===== src/hw/scsi_parity_pkg.sv =====
// Purpose: constants for the scsi parity control block
// Assumes: plain register port, 32-bit words, byte offsets
// Notes:   bit positions follow the control and status layouts
package scsi_parity_pkg;
   localparam int          ADDR_W            = 8;
   // register byte offsets
   localparam logic [7:0]  OFS_CTRL_ZERO     = 8'h00;
   localparam logic [7:0]  OFS_CTRL_ONE      = 8'h04;
   localparam logic [7:0]  OFS_IRQ_EN_ZERO   = 8'h08;
   localparam logic [7:0]  OFS_IRQ_STAT_ZERO = 8'h0C;
   localparam logic [7:0]  OFS_STATUS_ZERO   = 8'h10;
   localparam logic [7:0]  OFS_STATUS_ONE    = 8'h14;
   localparam logic [7:0]  OFS_STATUS_TWO    = 8'h18;
   localparam logic [7:0]  OFS_TEST_FOUR     = 8'h1C;
   localparam logic [7:0]  OFS_DMA_STATUS    = 8'h20;
   localparam logic [7:0]  OFS_DMA_IRQ_EN    = 8'h24;
   localparam logic [7:0]  OFS_IRQ_CLEAR     = 8'h28;
   localparam logic [7:0]  OFS_BAD_PARITY    = 8'h2C;
   // field positions
   localparam int          BIT_ATN_ON_ERR    = 1;
   localparam int          BIT_CHECK_EN      = 3;
   localparam int          BIT_EVEN_SEL      = 2;
   localparam int          BIT_HALT_DIS      = 5;
   localparam int          BIT_PAR_ERR       = 0;
   localparam int          BIT_LIVE_PAR      = 0;
   localparam int          BIT_LATCH_PAR     = 3;
   localparam int          BIT_MASTER_PAR_EN = 3;
   localparam int          BIT_MASTER_DPE    = 6;
   localparam int          BIT_BAD_LOW       = 0;
   localparam int          BIT_BAD_HIGH      = 1;
   // clear-register layout: bit 0 scsi parity error, bit 6 master data parity error
   localparam logic [7:0]  RST_BYTE          = 8'h00;
endpackage


===== src/hw/scsi_parity_control.sv =====
// Purpose: scsi byte-lane parity generation and checking, pci master parity status
// Assumes: all inputs synchronous to i_clk; host decodes its own irq pin choice
// Notes:   one always_ff per concern; registers are 8-bit in a 32-bit word
//
// Strobed register access and the register offsets were left to the implementer.
`timescale 1ns/1ns
`default_nettype none

// Function
// initiator asserts attention on detected parity error
// check odd parity only when enabled
// always generate parity, sense selectable
// software can force bad outgoing parity
// parity error sets sticky status bit
// interrupt only when parity interrupt enabled
// halt immediately unless halt disabled; an initiator halts at once even with halt disabled
// target with halt disabled stops at end
// live lane parity levels readable
// latched lane parity bits readable
// master parity check only when enabled
// target-signalled parity error sets master status
// master error interrupt gated by enable
// parity handled per byte lane
module scsi_parity_control
   import scsi_parity_pkg::*;
(
   input  wire logic              i_clk,
   input  wire logic              i_rst_n,
   input  wire logic [ADDR_W-1:0] i_addr,
   input  wire logic [31:0]       i_wdata,
   input  wire logic              i_wr,
   input  wire logic              i_rd,
   output logic      [31:0]       o_rdata,
   input  wire logic              i_initiator,
   input  wire logic              i_wide,
   input  wire logic [15:0]       i_tx_data,
   input  wire logic              i_tx_valid,
   output logic                   o_low_lane_parity,
   output logic                   o_high_lane_parity,
   input  wire logic [15:0]       i_rx_data,
   input  wire logic              i_rx_valid,
   input  wire logic              i_low_lane_parity,
   input  wire logic              i_high_lane_parity,
   input  wire logic              i_xfer_end,
   input  wire logic              i_pci_master_data,
   input  wire logic              i_pci_target_perr,
   output logic                   o_attention_out_n,
   output logic                   o_halt,
   output logic                   o_host_irq_n
);

   logic [7:0]  ctrl_zero_reg;
   logic [7:0]  ctrl_one_reg;
   logic [7:0]  irq_en_zero_reg;
   logic [7:0]  test_four_reg;
   logic [7:0]  dma_irq_en_reg;
   logic        scsi_err_reg;
   logic        master_err_reg;
   logic [1:0]  bad_par_reg;
   logic [15:0] latch_data_reg;
   logic        halt_pending_reg;
   logic        halt_reg;
   logic        atn_reg;
   logic        tx_low_reg;
   logic        tx_high_reg;
   logic [31:0] rdata_reg;

   logic        low_bad;
   logic        high_bad;
   logic        scsi_err_evt;
   logic        master_err_evt;
   logic        clr_wr;
   logic        even_sel;
   logic        scsi_irq;
   logic        master_irq;
   logic [1:0]  latch_par;

   assign even_sel = ctrl_one_reg[BIT_EVEN_SEL];
   assign clr_wr   = i_wr && (i_addr == OFS_IRQ_CLEAR);

   // per-lane odd parity check of a received word
   assign low_bad  = ~(^{i_rx_data[7:0], i_low_lane_parity});
   assign high_bad = i_wide && ~(^{i_rx_data[15:8], i_high_lane_parity});
   assign scsi_err_evt = i_rx_valid && ctrl_zero_reg[BIT_CHECK_EN] && (low_bad || high_bad);

   // master data phase error seen only when checking enabled
   assign master_err_evt = i_pci_master_data && i_pci_target_perr && test_four_reg[BIT_MASTER_PAR_EN];

   // control registers
   always_ff @(posedge i_clk or negedge i_rst_n) begin
      if (!i_rst_n) begin
         ctrl_zero_reg   <= RST_BYTE;
         ctrl_one_reg    <= RST_BYTE;
         irq_en_zero_reg <= RST_BYTE;
         test_four_reg   <= RST_BYTE;
         dma_irq_en_reg  <= RST_BYTE;
      end else if (i_wr) begin
         unique case (i_addr)
            OFS_CTRL_ZERO:   ctrl_zero_reg   <= i_wdata[7:0];
            OFS_CTRL_ONE:    ctrl_one_reg    <= i_wdata[7:0];
            OFS_IRQ_EN_ZERO: irq_en_zero_reg <= i_wdata[7:0];
            OFS_TEST_FOUR:   test_four_reg   <= i_wdata[7:0];
            OFS_DMA_IRQ_EN:  dma_irq_en_reg  <= i_wdata[7:0];
            default: ;
         endcase
      end
   end

   // one-shot bad parity request, consumed by the next sent word
   always_ff @(posedge i_clk or negedge i_rst_n) begin
      if (!i_rst_n) begin
         bad_par_reg <= 2'h0;
      end else if (i_wr && (i_addr == OFS_BAD_PARITY)) begin
         bad_par_reg <= {i_wdata[BIT_BAD_HIGH], i_wdata[BIT_BAD_LOW]};
      end else if (i_tx_valid) begin
         bad_par_reg <= 2'h0;
      end
   end

   // outgoing parity per lane, even or odd sense, optional inversion
   always_ff @(posedge i_clk or negedge i_rst_n) begin
      if (!i_rst_n) begin
         tx_low_reg  <= 1'b1;
         tx_high_reg <= 1'b1;
      end else if (i_tx_valid) begin
         tx_low_reg  <= (~(^i_tx_data[7:0]) ^ even_sel) ^ bad_par_reg[0];
         tx_high_reg <= (~(^i_tx_data[15:8]) ^ even_sel) ^ bad_par_reg[1];
      end
   end
   assign o_low_lane_parity  = tx_low_reg;
   assign o_high_lane_parity = tx_high_reg;

   // sticky status, set wins over clear
   always_ff @(posedge i_clk or negedge i_rst_n) begin
      if (!i_rst_n) begin
         scsi_err_reg   <= 1'b0;
         master_err_reg <= 1'b0;
      end else begin
         scsi_err_reg   <= scsi_err_evt || (scsi_err_reg && !(clr_wr && i_wdata[BIT_PAR_ERR]));
         master_err_reg <= master_err_evt || (master_err_reg && !(clr_wr && i_wdata[BIT_MASTER_DPE]));
      end
   end

   // input latch; its odd parity per lane is derived from the held bytes
   always_ff @(posedge i_clk or negedge i_rst_n) begin
      if (!i_rst_n) begin
         latch_data_reg <= 16'h0000;
      end else if (i_rx_valid) begin
         latch_data_reg <= i_rx_data;
      end
   end
   assign latch_par = {~(^latch_data_reg[15:8]), ~(^latch_data_reg[7:0])};

   // attention as initiator on parity error, held until bus released
   always_ff @(posedge i_clk or negedge i_rst_n) begin
      if (!i_rst_n) begin
         atn_reg <= 1'b0;
      end else if (scsi_err_evt && i_initiator && ctrl_zero_reg[BIT_ATN_ON_ERR]) begin
         atn_reg <= 1'b1;
      end else if (!i_initiator) begin
         atn_reg <= 1'b0;
      end
   end
   assign o_attention_out_n = ~atn_reg;

   // halt: immediate, or deferred to transfer end in target mode
   always_ff @(posedge i_clk or negedge i_rst_n) begin
      if (!i_rst_n) begin
         halt_reg         <= 1'b0;
         halt_pending_reg <= 1'b0;
      end else begin
         if (scsi_err_evt && (i_initiator || !ctrl_one_reg[BIT_HALT_DIS])) begin
            halt_reg <= 1'b1;
         end else if (halt_pending_reg && i_xfer_end) begin
            halt_reg <= 1'b1;
         end else if (clr_wr && i_wdata[BIT_PAR_ERR]) begin
            halt_reg <= 1'b0;
         end
         if (scsi_err_evt && !i_initiator && ctrl_one_reg[BIT_HALT_DIS]) begin
            halt_pending_reg <= 1'b1;
         end else if (i_xfer_end) begin
            halt_pending_reg <= 1'b0;
         end
      end
   end
   assign o_halt = halt_reg;

   // interrupt gating
   assign scsi_irq     = scsi_err_reg && irq_en_zero_reg[BIT_PAR_ERR];
   assign master_irq   = master_err_reg && dma_irq_en_reg[BIT_MASTER_DPE];
   assign o_host_irq_n = ~(scsi_irq || master_irq);

   // read data, one cycle after the strobe only
   always_ff @(posedge i_clk or negedge i_rst_n) begin
      if (!i_rst_n) begin
         rdata_reg <= 32'h0000_0000;
      end else if (i_rd) begin
         unique case (i_addr)
            OFS_CTRL_ZERO:     rdata_reg <= {24'h000000, ctrl_zero_reg};
            OFS_CTRL_ONE:      rdata_reg <= {24'h000000, ctrl_one_reg};
            OFS_IRQ_EN_ZERO:   rdata_reg <= {24'h000000, irq_en_zero_reg};
            OFS_IRQ_STAT_ZERO: rdata_reg <= {31'h0, scsi_err_reg};
            OFS_STATUS_ZERO:   rdata_reg <= {31'h0, i_low_lane_parity};
            OFS_STATUS_ONE:    rdata_reg <= {28'h0, latch_par[0], 3'h0};
            OFS_STATUS_TWO:    rdata_reg <= {28'h0, latch_par[1], 2'h0, i_high_lane_parity};
            OFS_TEST_FOUR:     rdata_reg <= {24'h000000, test_four_reg};
            OFS_DMA_STATUS:    rdata_reg <= {25'h0, master_err_reg, 6'h00};
            OFS_DMA_IRQ_EN:    rdata_reg <= {24'h000000, dma_irq_en_reg};
            default:           rdata_reg <= 32'h0000_0000;
         endcase
      end else begin
         rdata_reg <= 32'h0000_0000;
      end
   end
   assign o_rdata = rdata_reg;

   a_atn_on_err: assert property (@(posedge i_clk) disable iff (!i_rst_n)
      (scsi_err_evt && i_initiator && ctrl_zero_reg[BIT_ATN_ON_ERR]) |=> !o_attention_out_n)
      else $error("attention not raised on parity error");
   a_check_gate: assert property (@(posedge i_clk) disable iff (!i_rst_n)
      (!ctrl_zero_reg[BIT_CHECK_EN] && !scsi_err_reg) |=> !scsi_err_reg)
      else $error("error flagged with checking off");
   a_tx_sense: assert property (@(posedge i_clk) disable iff (!i_rst_n)
      (i_tx_valid && bad_par_reg == 2'h0) |=> ((^{$past(i_tx_data[7:0]), o_low_lane_parity}) == !$past(even_sel)))
      else $error("wrong outgoing parity sense");
   a_bad_par: assert property (@(posedge i_clk) disable iff (!i_rst_n)
      (i_tx_valid && bad_par_reg[0]) |=> ((^{$past(i_tx_data[7:0]), o_low_lane_parity}) == $past(even_sel)))
      else $error("forced bad parity not sent");
   a_err_sticky: assert property (@(posedge i_clk) disable iff (!i_rst_n)
      scsi_err_evt |=> scsi_err_reg)
      else $error("parity error status not set");
   a_irq_gate: assert property (@(posedge i_clk) disable iff (!i_rst_n)
      (scsi_err_reg && !irq_en_zero_reg[BIT_PAR_ERR] && !master_irq) |-> o_host_irq_n)
      else $error("interrupt while parity irq disabled");
   a_halt_now: assert property (@(posedge i_clk) disable iff (!i_rst_n)
      (scsi_err_evt && !ctrl_one_reg[BIT_HALT_DIS]) |=> o_halt)
      else $error("no immediate halt");
   a_halt_late: assert property (@(posedge i_clk) disable iff (!i_rst_n)
      (halt_pending_reg && i_xfer_end) |=> o_halt)
      else $error("no halt at transfer end");
   a_master_set: assert property (@(posedge i_clk) disable iff (!i_rst_n)
      (i_pci_master_data && i_pci_target_perr && test_four_reg[BIT_MASTER_PAR_EN]) |=> master_err_reg)
      else $error("master parity error not recorded");
   a_master_irq: assert property (@(posedge i_clk) disable iff (!i_rst_n)
      (!dma_irq_en_reg[BIT_MASTER_DPE] && !scsi_irq) |-> o_host_irq_n)
      else $error("master irq asserted while disabled");

   // read port: data stands one cycle after the strobe, zero otherwise
   a_rdata_idle: assert property (@(posedge i_clk) disable iff (!i_rst_n)
      (!i_rd) |=> (o_rdata == 32'h0000_0000))
      else $error("read data not zero outside a read");
   a_live_low: assert property (@(posedge i_clk) disable iff (!i_rst_n)
      (i_rd && i_addr == OFS_STATUS_ZERO) |=> (o_rdata == {31'h0, $past(i_low_lane_parity)}))
      else $error("live low lane parity misread");
   a_live_high: assert property (@(posedge i_clk) disable iff (!i_rst_n)
      (i_rd && i_addr == OFS_STATUS_TWO) |=> (o_rdata[BIT_LIVE_PAR] == $past(i_high_lane_parity)))
      else $error("live high lane parity misread");
   a_latch_read: assert property (@(posedge i_clk) disable iff (!i_rst_n)
      (i_rd && i_addr == OFS_STATUS_ONE) |=> (o_rdata == {28'h0, $past(latch_par[0]), 3'h0}))
      else $error("latched low parity misread");
   a_stat_read: assert property (@(posedge i_clk) disable iff (!i_rst_n)
      (i_rd && i_addr == OFS_IRQ_STAT_ZERO) |=> (o_rdata == {31'h0, $past(scsi_err_reg)}))
      else $error("parity error status misread");
   a_dma_read: assert property (@(posedge i_clk) disable iff (!i_rst_n)
      (i_rd && i_addr == OFS_DMA_STATUS) |=> (o_rdata[BIT_MASTER_DPE] == $past(master_err_reg)))
      else $error("master parity status misread");

   // input latch follows received words only
   a_latch_low: assert property (@(posedge i_clk) disable iff (!i_rst_n)
      i_rx_valid |=> (latch_par[0] == ~(^$past(i_rx_data[7:0]))))
      else $error("latched low parity wrong");
   a_latch_high: assert property (@(posedge i_clk) disable iff (!i_rst_n)
      i_rx_valid |=> (latch_par[1] == ~(^$past(i_rx_data[15:8]))))
      else $error("latched high parity wrong");
   a_latch_hold: assert property (@(posedge i_clk) disable iff (!i_rst_n)
      !i_rx_valid |=> $stable(latch_data_reg))
      else $error("input latch changed without a word");

   // receive check is odd per lane, whatever the transmit sense
   a_check_odd: assert property (@(posedge i_clk) disable iff (!i_rst_n)
      (i_rx_valid && ctrl_zero_reg[BIT_CHECK_EN] && !(^{i_rx_data[7:0], i_low_lane_parity}))
         |-> scsi_err_evt)
      else $error("low lane error missed");
   a_check_off: assert property (@(posedge i_clk) disable iff (!i_rst_n)
      !ctrl_zero_reg[BIT_CHECK_EN] |-> !scsi_err_evt)
      else $error("error event with checking off");
   a_check_sense: assert property (@(posedge i_clk) disable iff (!i_rst_n)
      scsi_err_evt |-> (!(^{i_rx_data[7:0], i_low_lane_parity}) ||
         (i_wide && !(^{i_rx_data[15:8], i_high_lane_parity}))))
      else $error("error event on good odd parity");
   a_high_narrow: assert property (@(posedge i_clk) disable iff (!i_rst_n)
      (!i_wide && (^{i_rx_data[7:0], i_low_lane_parity})) |-> !scsi_err_evt)
      else $error("high lane checked on narrow transfer");
   a_high_wide: assert property (@(posedge i_clk) disable iff (!i_rst_n)
      (i_rx_valid && i_wide && ctrl_zero_reg[BIT_CHECK_EN] &&
         !(^{i_rx_data[15:8], i_high_lane_parity})) |-> scsi_err_evt)
      else $error("high lane error missed");

   // sticky status until cleared
   a_err_hold: assert property (@(posedge i_clk) disable iff (!i_rst_n)
      (scsi_err_reg && !(clr_wr && i_wdata[BIT_PAR_ERR])) |=> scsi_err_reg)
      else $error("parity error status lost");
   a_err_clear: assert property (@(posedge i_clk) disable iff (!i_rst_n)
      (!scsi_err_evt && clr_wr && i_wdata[BIT_PAR_ERR]) |=> !scsi_err_reg)
      else $error("parity error status not cleared");

   // outgoing parity per lane
   a_tx_high: assert property (@(posedge i_clk) disable iff (!i_rst_n)
      (i_tx_valid && bad_par_reg == 2'h0) |=> ((^{$past(i_tx_data[15:8]), o_high_lane_parity}) == !$past(even_sel)))
      else $error("wrong high lane parity sense");
   a_bad_high: assert property (@(posedge i_clk) disable iff (!i_rst_n)
      (i_tx_valid && bad_par_reg[1]) |=> ((^{$past(i_tx_data[15:8]), o_high_lane_parity}) == $past(even_sel)))
      else $error("forced bad high parity not sent");
   a_bad_once: assert property (@(posedge i_clk) disable iff (!i_rst_n)
      (i_tx_valid && !(i_wr && i_addr == OFS_BAD_PARITY)) |=> (bad_par_reg == 2'h0))
      else $error("bad parity request not consumed");
   a_tx_hold: assert property (@(posedge i_clk) disable iff (!i_rst_n)
      !i_tx_valid |=> $stable({o_high_lane_parity, o_low_lane_parity}))
      else $error("parity outputs moved without a word");

   // attention only as initiator
   a_atn_hold: assert property (@(posedge i_clk) disable iff (!i_rst_n)
      (!o_attention_out_n && i_initiator) |=> !o_attention_out_n)
      else $error("attention dropped while initiator");
   a_atn_quiet: assert property (@(posedge i_clk) disable iff (!i_rst_n)
      !i_initiator |=> o_attention_out_n)
      else $error("attention driven as target");
   a_atn_gate: assert property (@(posedge i_clk) disable iff (!i_rst_n)
      (o_attention_out_n && !(scsi_err_evt && ctrl_zero_reg[BIT_ATN_ON_ERR])) |=> o_attention_out_n)
      else $error("attention raised without cause");

   // halt immediate or deferred to transfer end
   a_halt_init: assert property (@(posedge i_clk) disable iff (!i_rst_n)
      (scsi_err_evt && i_initiator) |=> o_halt)
      else $error("initiator did not halt");
   a_pend_set: assert property (@(posedge i_clk) disable iff (!i_rst_n)
      (scsi_err_evt && !i_initiator && ctrl_one_reg[BIT_HALT_DIS]) |=> halt_pending_reg)
      else $error("deferred halt not armed");
   a_halt_defer: assert property (@(posedge i_clk) disable iff (!i_rst_n)
      (scsi_err_evt && !i_initiator && ctrl_one_reg[BIT_HALT_DIS] && !o_halt && !halt_pending_reg)
         |=> !o_halt)
      else $error("target halted before transfer end");
   a_halt_hold: assert property (@(posedge i_clk) disable iff (!i_rst_n)
      (o_halt && !(clr_wr && i_wdata[BIT_PAR_ERR])) |=> o_halt)
      else $error("halt dropped without clear");

   // interrupt line follows enabled status
   a_irq_on: assert property (@(posedge i_clk) disable iff (!i_rst_n)
      (scsi_err_reg && irq_en_zero_reg[BIT_PAR_ERR]) |-> !o_host_irq_n)
      else $error("enabled parity irq not raised");
   a_master_irq_on: assert property (@(posedge i_clk) disable iff (!i_rst_n)
      (master_err_reg && dma_irq_en_reg[BIT_MASTER_DPE]) |-> !o_host_irq_n)
      else $error("enabled master irq not raised");
   a_irq_idle: assert property (@(posedge i_clk) disable iff (!i_rst_n)
      (!scsi_err_reg && !master_err_reg) |-> o_host_irq_n)
      else $error("irq with no status set");

   // master data phase status
   a_master_off: assert property (@(posedge i_clk) disable iff (!i_rst_n)
      (!master_err_reg && !(i_pci_master_data && test_four_reg[BIT_MASTER_PAR_EN])) |=> !master_err_reg)
      else $error("master error set outside checked phase");
   a_master_hold: assert property (@(posedge i_clk) disable iff (!i_rst_n)
      (master_err_reg && !(clr_wr && i_wdata[BIT_MASTER_DPE])) |=> master_err_reg)
      else $error("master error status lost");

endmodule
`default_nettype wire


===== config.mk =====
export PLATFORM = sky130hd
export DESIGN_NAME = scsi_parity_control
export DESIGN_NICKNAME = d
export VERILOG_FILES = /design/src/hw/scsi_parity_pkg.sv /design/src/hw/scsi_parity_control.sv
export SDC_FILE = /design/constraint.sdc
export NUM_CORES = 1
export LEC_CHECK = 0
export BUFFER_PORTS_ARGS = -buffer_cell sky130_fd_sc_hd__buf_2
export CAP_MARGIN = 10
export CORE_ASPECT_RATIO = 0.7
export CORE_MARGIN = 2
export CORE_UTILIZATION = 25
export DETAILED_ROUTE_END_ITERATION = 8
export PLACE_DENSITY_LB_ADDON = 0.25
export SYNTH_ARGS = -nofsm -noshare
export SYNTH_HDL_FRONTEND = slang
export SYNTH_SLANG_ARGS = --single-unit

===== constraint.sdc =====
create_clock -name i_clk -period 3.9 [get_ports i_clk]
set_clock_uncertainty 0.1 [all_clocks]
set_input_delay 0.39 -clock i_clk [delete_from_list [all_inputs] [get_ports i_clk]]
set_output_delay 0.39 -clock i_clk [all_outputs]
set_load 0.01 [all_outputs]

# --- Yosys cells after proc, flatten, opt, wreduce, memory -nomap -nowiden ---
# Cells that the tools add are included.
# Widths: inputs -> output; s select.
op_classes:
  eq_ne: 12
  mux: 11
  bitwise: 12
  reduce_logical: 43
ops:
  columns: ["cell", "n"]
  rows:
  - ["$pmux 8 s10", 1]
  - ["$eq 8x5->1 const B", 4]
  - ["$eq 8x6->1 const B", 4]
  - ["$mux 32", 1]
  - ["$reduce_xor 8->1", 4]
  - ["$logic_and 1x1->1", 19]
  - ["$reduce_xor 9->1", 2]
  - ["$eq 8x4->1 const B", 2]
  - ["$reduce_and 2->1", 5]
  - ["$eq 8x3->1 const B", 1]
  - ["$logic_not 8->1", 1]
  - ["$not 1->1", 8]
  - ["$mux 1", 7]
  - ["$logic_or 1x1->1", 5]
  - ["$logic_not 1->1", 4]
  - ["$mux 2", 2]
  - ["$reduce_bool 2->1", 2]
  - ["$xor 1x1->1", 4]
  - ["$reduce_bool 3->1", 1]
  - ["$ne 2x1->1 const B", 1]
totals:
  regBits: 97
  input_bits: 85

# --- Longest topological paths before layout ---
# Gate-level depths: netlist of the first run.
logic_depth:
  word_depth: 8
  depth_mapped: 7
  depth_no_buf: 6

# --- Worst setup path after synthesis of the first run ---
# Ideal clock, no wire load.
synth_path:
  path_type: "in2reg"
  startpoint: "input port i_addr[3]"
  endpoint: "register rdata_reg[5], in the netlist o_rdata[5]"
  setup_time_ns: 0.129
  arrival_time_ns: 1.465
  path_slack_ns: 2.206
  stages: 5
  path_buffers: 2
  path_cell_list: "buf_2 -> buf_2 -> mux2_2 -> a222oi_1 -> nor2_1"
synth_via:
  elab_chain_len: 3
  elab_cells_between_ends: 12
  classes_between: "9 x eq/ne; 2 x mux; 1 x reduce/logical"
synth_rtl:
  columns: ["item", "line_no", "rtl"]
  rows:
  - ["start: declaration", "scsi_parity_control.sv:29", "input wire logic [ADDR_W-1:0] i_addr,"]
  - ["$eq 8x6->1 (tied with other cells)", "scsi_parity_control.sv:198", "unique case (i_addr)"]
  - ["$pmux 8 s10 (*)", "scsi_parity_control.sv:198", null]
  - ["$mux 32 (*)", "scsi_parity_control.sv:197", "end else if (i_rd) begin"]
  - ["end signal: assignment", "scsi_parity_control.sv:199", "OFS_CTRL_ZERO: rdata_reg <= {24'h000000, ctrl_zero_reg};"]
  - ["end signal: assignment", "scsi_parity_control.sv:200", "OFS_CTRL_ONE: rdata_reg <= {24'h000000, ctrl_one_reg};"]
  - ["end signal: assignment", "scsi_parity_control.sv:201", "OFS_IRQ_EN_ZERO: rdata_reg <= {24'h000000, irq_en_zero_reg};"]
  - ["end: declaration", "scsi_parity_control.sv:66", "logic [31:0] rdata_reg;"]
# Mark *: on every way between the ends. The rest lies on a longest branch, timed or not.
# A chain may end at the register's enable or synchronous reset.

# --- Worst setup path in the final report of the first run ---
layout_path:
  startpoint: "input port i_addr[1]"
  endpoint: "register dma_irq_en_reg[3]"
layout_via:
  elab_chain_len: 2
layout_rtl:
  columns: ["item", "line_no", "rtl"]
  rows:
  - ["$eq 8x6->1", "scsi_parity_control.sv:98", "unique case (i_addr)"]
  - ["$reduce_and 2->1 (no source line)", null, null]
  - ["end signal: assignment", "scsi_parity_control.sv:103", "OFS_DMA_IRQ_EN: dma_irq_en_reg <= i_wdata[7:0];"]
  - ["end: declaration", "scsi_parity_control.sv:56", "logic [7:0] dma_irq_en_reg;"]
# Every way passes these cells.

==> results.txt, run 1 <==
Synth area leader = dfrtp_1
CP cell instances = buf_2 -> nor2_2 -> nand2_1 -> nor2_2 -> nand3_2 -> mux2_2
Die Y = 106 microns
Horiz. Die Dim = 150 microns
crit path time final = 1990 ps
Post-synth top flop = dfrtp_1
flops & latches, synth = 73
initial antenna violation count = 0
DP Area = 0.00425 sq mm
crit path capture type = flop
Inserted Clock Buffers = 9
CP arrival = 2110 ps
Pre-antenna DRT Iters = 4
post-synthesis instance total = 312
Synth top area share = 47.4%
cell area after layout = 0.00457 sq mm
Hold WC Path Type = in -> reg
Resized Gates After CTS = 0
layout cells sized above 1 = 40.3%
Synth Area in Compound Gates = 7.24%
max_cap viols = 0
Async SR Flop Fraction = 100%
most frequent cells in the layout = 73 x buf_2, 71 x dfrtp_1, 58 x mux2_2
Final Cycle Share = 51.0%
Final setup viols = 0
clk_lat worst skew = 340 ps
RSZ-0062 raised after global routing = false
Hold Vio Cnt, Final = 0
Vias/cell = 4.40
antenna viol nets, final = 0
layout net count = 475
slowest CP cell = nor2_2
Clock Tree Buf Depth = 2
YS warnings = 0
Largest register FFs = 16
per-cell routed wire length = 15.7 microns
Rows = 37
Antenna diodes = 0
most frequent CP cell = nor2_2
crit path launch type = input port
worst-path maximum fanout = 10
worst slew pin tran = 695 ps
Area Overhead vs Synth = 21.8%
die area = 0.0160 sq mm
CTS sink cnt = 73
xor-xnor portion of the synthesized cell area = 11.3%
Clock transition at path regs = 60 ps
Pwr Total = 2.04 mW
critical path's top delay family = simple AND/OR/NAND/NOR gates
Largest stage delay, worst path = 440 ps
number of synthesized flops with an enable pin = 0
commonest non-fill, non-tap cell in the layout = buf_2
CTS tree = built
Post-Synth Simple-Gate Area = 7.54%
vias post-DR = 2595
Starting Density = 25.6%
Fin Setup TNS = 0 ps
Setup Crit Path Kind = in -> reg
largest family of logic cells by synthesized area = multiplexers
1st-iter DRT viols = 80
result of the run = completed
H-tree depth = 3
Avg Synthesized Cell Area = 12.0 sq um
core area = 0.0147 sq mm
FMAX = 0.503 GHz
global-route wire length before repair = 14.4 mm
critical path required time = 4020 ps
headroom to the max-slew limit = 53.7%
Placer Congestion = 0.754
Unique masters post-synth = 35
Leak = 2.08 nW
fin. max-slew vios = 0
power per cell area = 447 mW/mm^2
IO Port Bufs = 73
vias in the first global route = 2697
overall routing resource usage = 12.0%
Seq/Total Area, Yosys = 48.8%
Synth area leaders = dfrtp_1 47%, mux2_2 17%, xnor2_1 9.8%, buf_4 4.8%, o21ai_0 1.9%
Worst IR Drop VDD = 0.191 mV
HPWL after detailed placement = 6.68 mm
mux contribution to synthesized area = 18.8%
# IOs = 122
Critical path buffers and inverters = 1
Fillers = 1519
total gr overflow = 0
Routed WL = 9.25 mm
largest net degree at the start of global routing = 53
Post-Synth Adder-Cell Area = 0%
Cell Area, Synth = 0.00375 sq mm
Clock Tree Root = clkbuf_16
# DRC = 0
==> synth_stat cells, drive strengths merged, types with 5 or more instances <==
library cell  instances
xnor2                42
buf                  28
o21ai                14
a22o                  6
dfrtp                71
nor2                 12
a222oi                5
mux2i                 5
nand3                 9
mux2                 58
nand2                16
inv                   5
==> worst paths after layout <==
kind,from,endpoint,slack [ps],cells past startpoint
max,i_addr[1],dma_irq_en_reg[3],1910,6
min,i_xfer_end,halt_pending_reg,150,2
max reg2reg,latch_data_reg[13],o_rdata[3],2190,6
min reg2reg,irq_en_zero_reg[1],irq_en_zero_reg[1],380,2
max in group asynchronous,i_rst_n,latch_data_reg[0],2170,3
min in group asynchronous,i_rst_n,o_rdata[4],450,2
==> power by group <==
part | total [mW] | switching [mW] | internal (mW)
combinational | 0.315 | 0.158 | 0.156
clock | 0.869 | 0.360 | 0.509
sequential | 0.856 | 0.0351 | 0.821
==> per-layer routing <==
metal / GRT usage, % / vias up / routed length, microns
met2: 18.8 / 78 / 4180
met1: 16.3 / 1293 / 4490
met4: 3.50 / 0 / 104
met3: 3.09 / 12 / 466
met5: 0 / - / 0
li1: - / 1212 / -
==> stage by stage <==
step | hold slack [ps] | utilization (%) | cells | setup WS (ps)
CTS | 146 | 31.1 | 590 | 1890
finish | 149 | 31.1 | 590 | 1910
global route | 144 | 31.1 | 590 | 1790
global placement | 271 | 28.9 | 573 | 1560
floorplan | -5.59 | - | 335 | 2210
detailed placement | 282 | 28.9 | 573 | 1520
==> area by class of cell <==
type	count	area [sq um]	share of cell area (%)
Clock inverter	7	85.1	1.86
Inverter	5	18.8	0.411
Multi-Input combinational cell	225	1770	38.8
Sequential cell	73	1830	40.1
Clock buffer	9	225	4.93
Timing Repair Buffer	76	390	8.55
Tap cell	195	244	5.34
==> worst register-to-register path: cells and delay by family (launching register included) <==
family          cells  cell delay, ps
flops               1             380
compound gates      3             520
xor+xnor            3             610
==> repair_timing <==
action                    CTS  global route
setup buffers               0             0
hold buffers                1             0
hold endpoints to repair   21             0
==> kinds of logic after synthesis <==
logic type	count (synthesis)
flip-flops	73
other	1
buffers and inverters	37
AND/OR/NAND/NOR	54
multiplexers	63
AO/OA/AOI/OAI	37
XOR/XNOR	47
(Power assumes the default switching activity.)
==> run 2, diff against run 1 <==
==> constraint.sdc (replaced) <==
create_clock -name i_clk -period 1.8 [get_ports i_clk]
set_clock_uncertainty 0.1 [all_clocks]
set_input_delay 0.18 -clock i_clk [delete_from_list [all_inputs] [get_ports i_clk]]
set_output_delay 0.18 -clock i_clk [all_outputs]
set_load 0.01 [all_outputs]
==> results.txt, run 2 (same netlist as run 1, synthesis figures left out) <==
Clock Tree Buf Depth = 2 (unchanged)
Worst Hold End = master_err_reg (was halt_pending_reg)
RSZ-0062 raised after global routing = false (unchanged)
Largest stage delay, worst path = 590 ps (was 440 ps)
largest net degree at the start of global routing = 74 (was 53)
Critical path buffers and inverters = 1 (unchanged)
antenna viol nets, final = 0 (unchanged)
Setup Crit Path Kind = in -> reg (unchanged)
CTS sink cnt = 73 (unchanged)
IO Port Bufs = 73 (unchanged)
crit path time final = 1720 ps
per-cell routed wire length = 15.3 microns (was 15.7 microns)
Die Y = 106 microns (unchanged)
FMAX = 0.583 GHz
cell area after layout = 0.00480 sq mm (was 0.00457 sq mm)
Placer Congestion = 0.755 (was 0.754)
reg-to-reg endpoint = o_rdata[3] (unchanged)
crit path capture type = flop (unchanged)
Hold WC Path Type = in -> reg (unchanged)
result of the run = completed (unchanged)
Antenna diodes = 0 (unchanged)
CTS tree = built (unchanged)
Routed WL = 9.36 mm (was 9.25 mm)
Pre-antenna DRT Iters = 6 (was 4)
final setup margin = 83.7 ps (was 1910 ps)
critical path's top delay family = buffers and inverters (was simple AND/OR/NAND/NOR gates)
WHS = 4.38 ps (was 149 ps)
most frequent CP cell = xnor2_1 (was nor2_2)
# DRC = 0 (unchanged)
worst-path maximum fanout = 4 (was 10)
critical path required time = 1940 ps (was 4020 ps)
Clock transition at path regs = 60 ps (about the same)
fin. max-slew vios = 0 (unchanged)
core area = 0.0147 sq mm (unchanged)
H-tree depth = 3 (unchanged)
Starting Density = 25.6% (unchanged)
Worst IR Drop VDD = 0.623 mV (was 0.191 mV)
pre-CTS setup slack = -17.3 ps (was 1520 ps)
Hold Vio Cnt, Final = 0 (unchanged)
initial antenna violation count = 0 (unchanged)
CP cell instances = dlygate4sd3_1 -> xor2_2 -> xnor2_1 -> xnor2_1 -> nand2_1 -> a21o_1 -> o32ai_2 (was buf_2 -> nor2_2 -> nand2_1 -> nor2_2 -> nand3_2 -> mux2_2)
die area = 0.0160 sq mm (unchanged)
Rows = 37 (unchanged)
CP arrival = 1860 ps (was 2110 ps)
hold wc startpoint = i_pci_target_perr (was i_xfer_end)
Horiz. Die Dim = 150 microns (unchanged)
global-route wire length before repair = 14.8 mm (was 14.4 mm)
# IOs = 122 (unchanged)
crit path launch type = input port (unchanged)
Largest register FFs = 16 (unchanged)
reg2reg setup slack = 110 ps (was 2190 ps)
max_cap viols = 0 (unchanged)
hold depth = 2 (unchanged)
DP Area = 0.00442 sq mm (was 0.00425 sq mm)
Clock Tree Root = clkbuf_16 (unchanged)
Leak = 2.21 nW (was 2.08 nW)
Final setup viols = 0 (unchanged)
Final Non-Filler Cells = 613 (was 590)
total gr overflow = 0 (unchanged)
placed insts = 594 (was 573)
Fillers = 1536 (was 1519)
Area Overhead vs Synth = 27.9% (was 21.8%)
1st-iter DRT viols = 101 (was 80)
most frequent cells in the layout = 71 x dfrtp_1, 71 x buf_2, 58 x mux2_2 (was 73 x buf_2, 71 x dfrtp_1, 58 x mux2_2)
power per cell area = 922 mW/mm^2 (was 447 mW/mm^2)
slowest CP cell = dlygate4sd3_1 (was nor2_2)
vias post-DR = 2660 (was 2595)
overall routing resource usage = 12.4% (was 12.0%)
layout net count = 498 (was 475)
layout cells sized above 1 = 43.8% (was 40.3%)
Inserted Clock Buffers = 9 (unchanged)
Vias/cell = 4.34 (was 4.40)
Post-CTS Setup Bufs = 0 (unchanged)
HPWL after detailed placement = 7.00 mm (was 6.68 mm)
Worst Reg-to-Reg Cells = 6 (unchanged)
vias in the first global route = 2732 (was 2697)
clk_lat worst skew = 330 ps (was 340 ps)
Final Cycle Share = 95.3%
worst reg2reg startpoint = latch_data_reg[14] (was latch_data_reg[13])
-- run 2: cell types whose count changed in the layout (fill, tap and decap cells not counted), moves of 2 or more --
| cell | before | now |
|---|---|---|
| xnor2_1 | 42 | 39 |
| xnor2_2 | 0 | 3 |
| buf_2 | 73 | 71 |
| buf_4 | 2 | 22 |
| dlygate4sd3_1 | 1 | 4 |
-- run 2: metrics by stage --
stage / util (%) / total power, mW / setup TNS [ps]
after floorplan: - / 2.35 / 0
after global placement: 30.1 / 2.59 / -197
after detailed placement: 30.1 / 2.60 / -106
after CTS: 32.5 / 4.49 / 0
after global routing: 32.7 / 4.64 / 0
final: 32.7 / 4.42 / 0
-- run 2: area by class of cell --
type	count	area [sq um]	share of cell area (%)
Clock buffer	9	225	4.69
Clock inverter	7	77.6	1.62
Inverter	5	18.8	0.391
Timing Repair Buffer	99	593	12.4
Tap cell	195	244	5.09
Sequential cell	73	1830	38.1
Multi-Input combinational cell	225	1810	37.7
-- run 2: timing repair --
item,CTS,global route
resized for setup,1,5
setup endpoints to repair,1,4
pin swaps,1,8
hold buffers,5,0
hold endpoints to repair,74,0
-- run 2: power breakdown --
group	total [mW]	leakage, nW	switching (mW)	internal, mW
combinational	0.731	1.10	0.356	0.375
sequential	1.86	0.964	0.0804	1.78
clock	1.83	0.146	0.748	1.09
-- run 2: worst max path at each step --
stage                   from                 end  slack, ps  cells past startpoint
6_report       i_rx_data[10]    halt_pending_reg         80                      7
5_1_grt        i_rx_data[10]    halt_pending_reg          1                      7
4_1_cts         i_rx_data[7]    halt_pending_reg          9                      8
3_5_place_dp       i_addr[2]  irq_en_zero_reg[4]        -20                      5
3_3_place_gp       i_addr[2]  irq_en_zero_reg[6]        -30                      5
2_1_floorplan      i_addr[3]          o_rdata[5]        320                      5
-- run 2: layer usage --
metal	part of all wire (%)	wire [microns]	track usage, %
met1	50	4680	17.4
met3	5.2	488	4.29
met5	0	0	0
met4	1.2	115	2.56
met2	43	4070	18.3
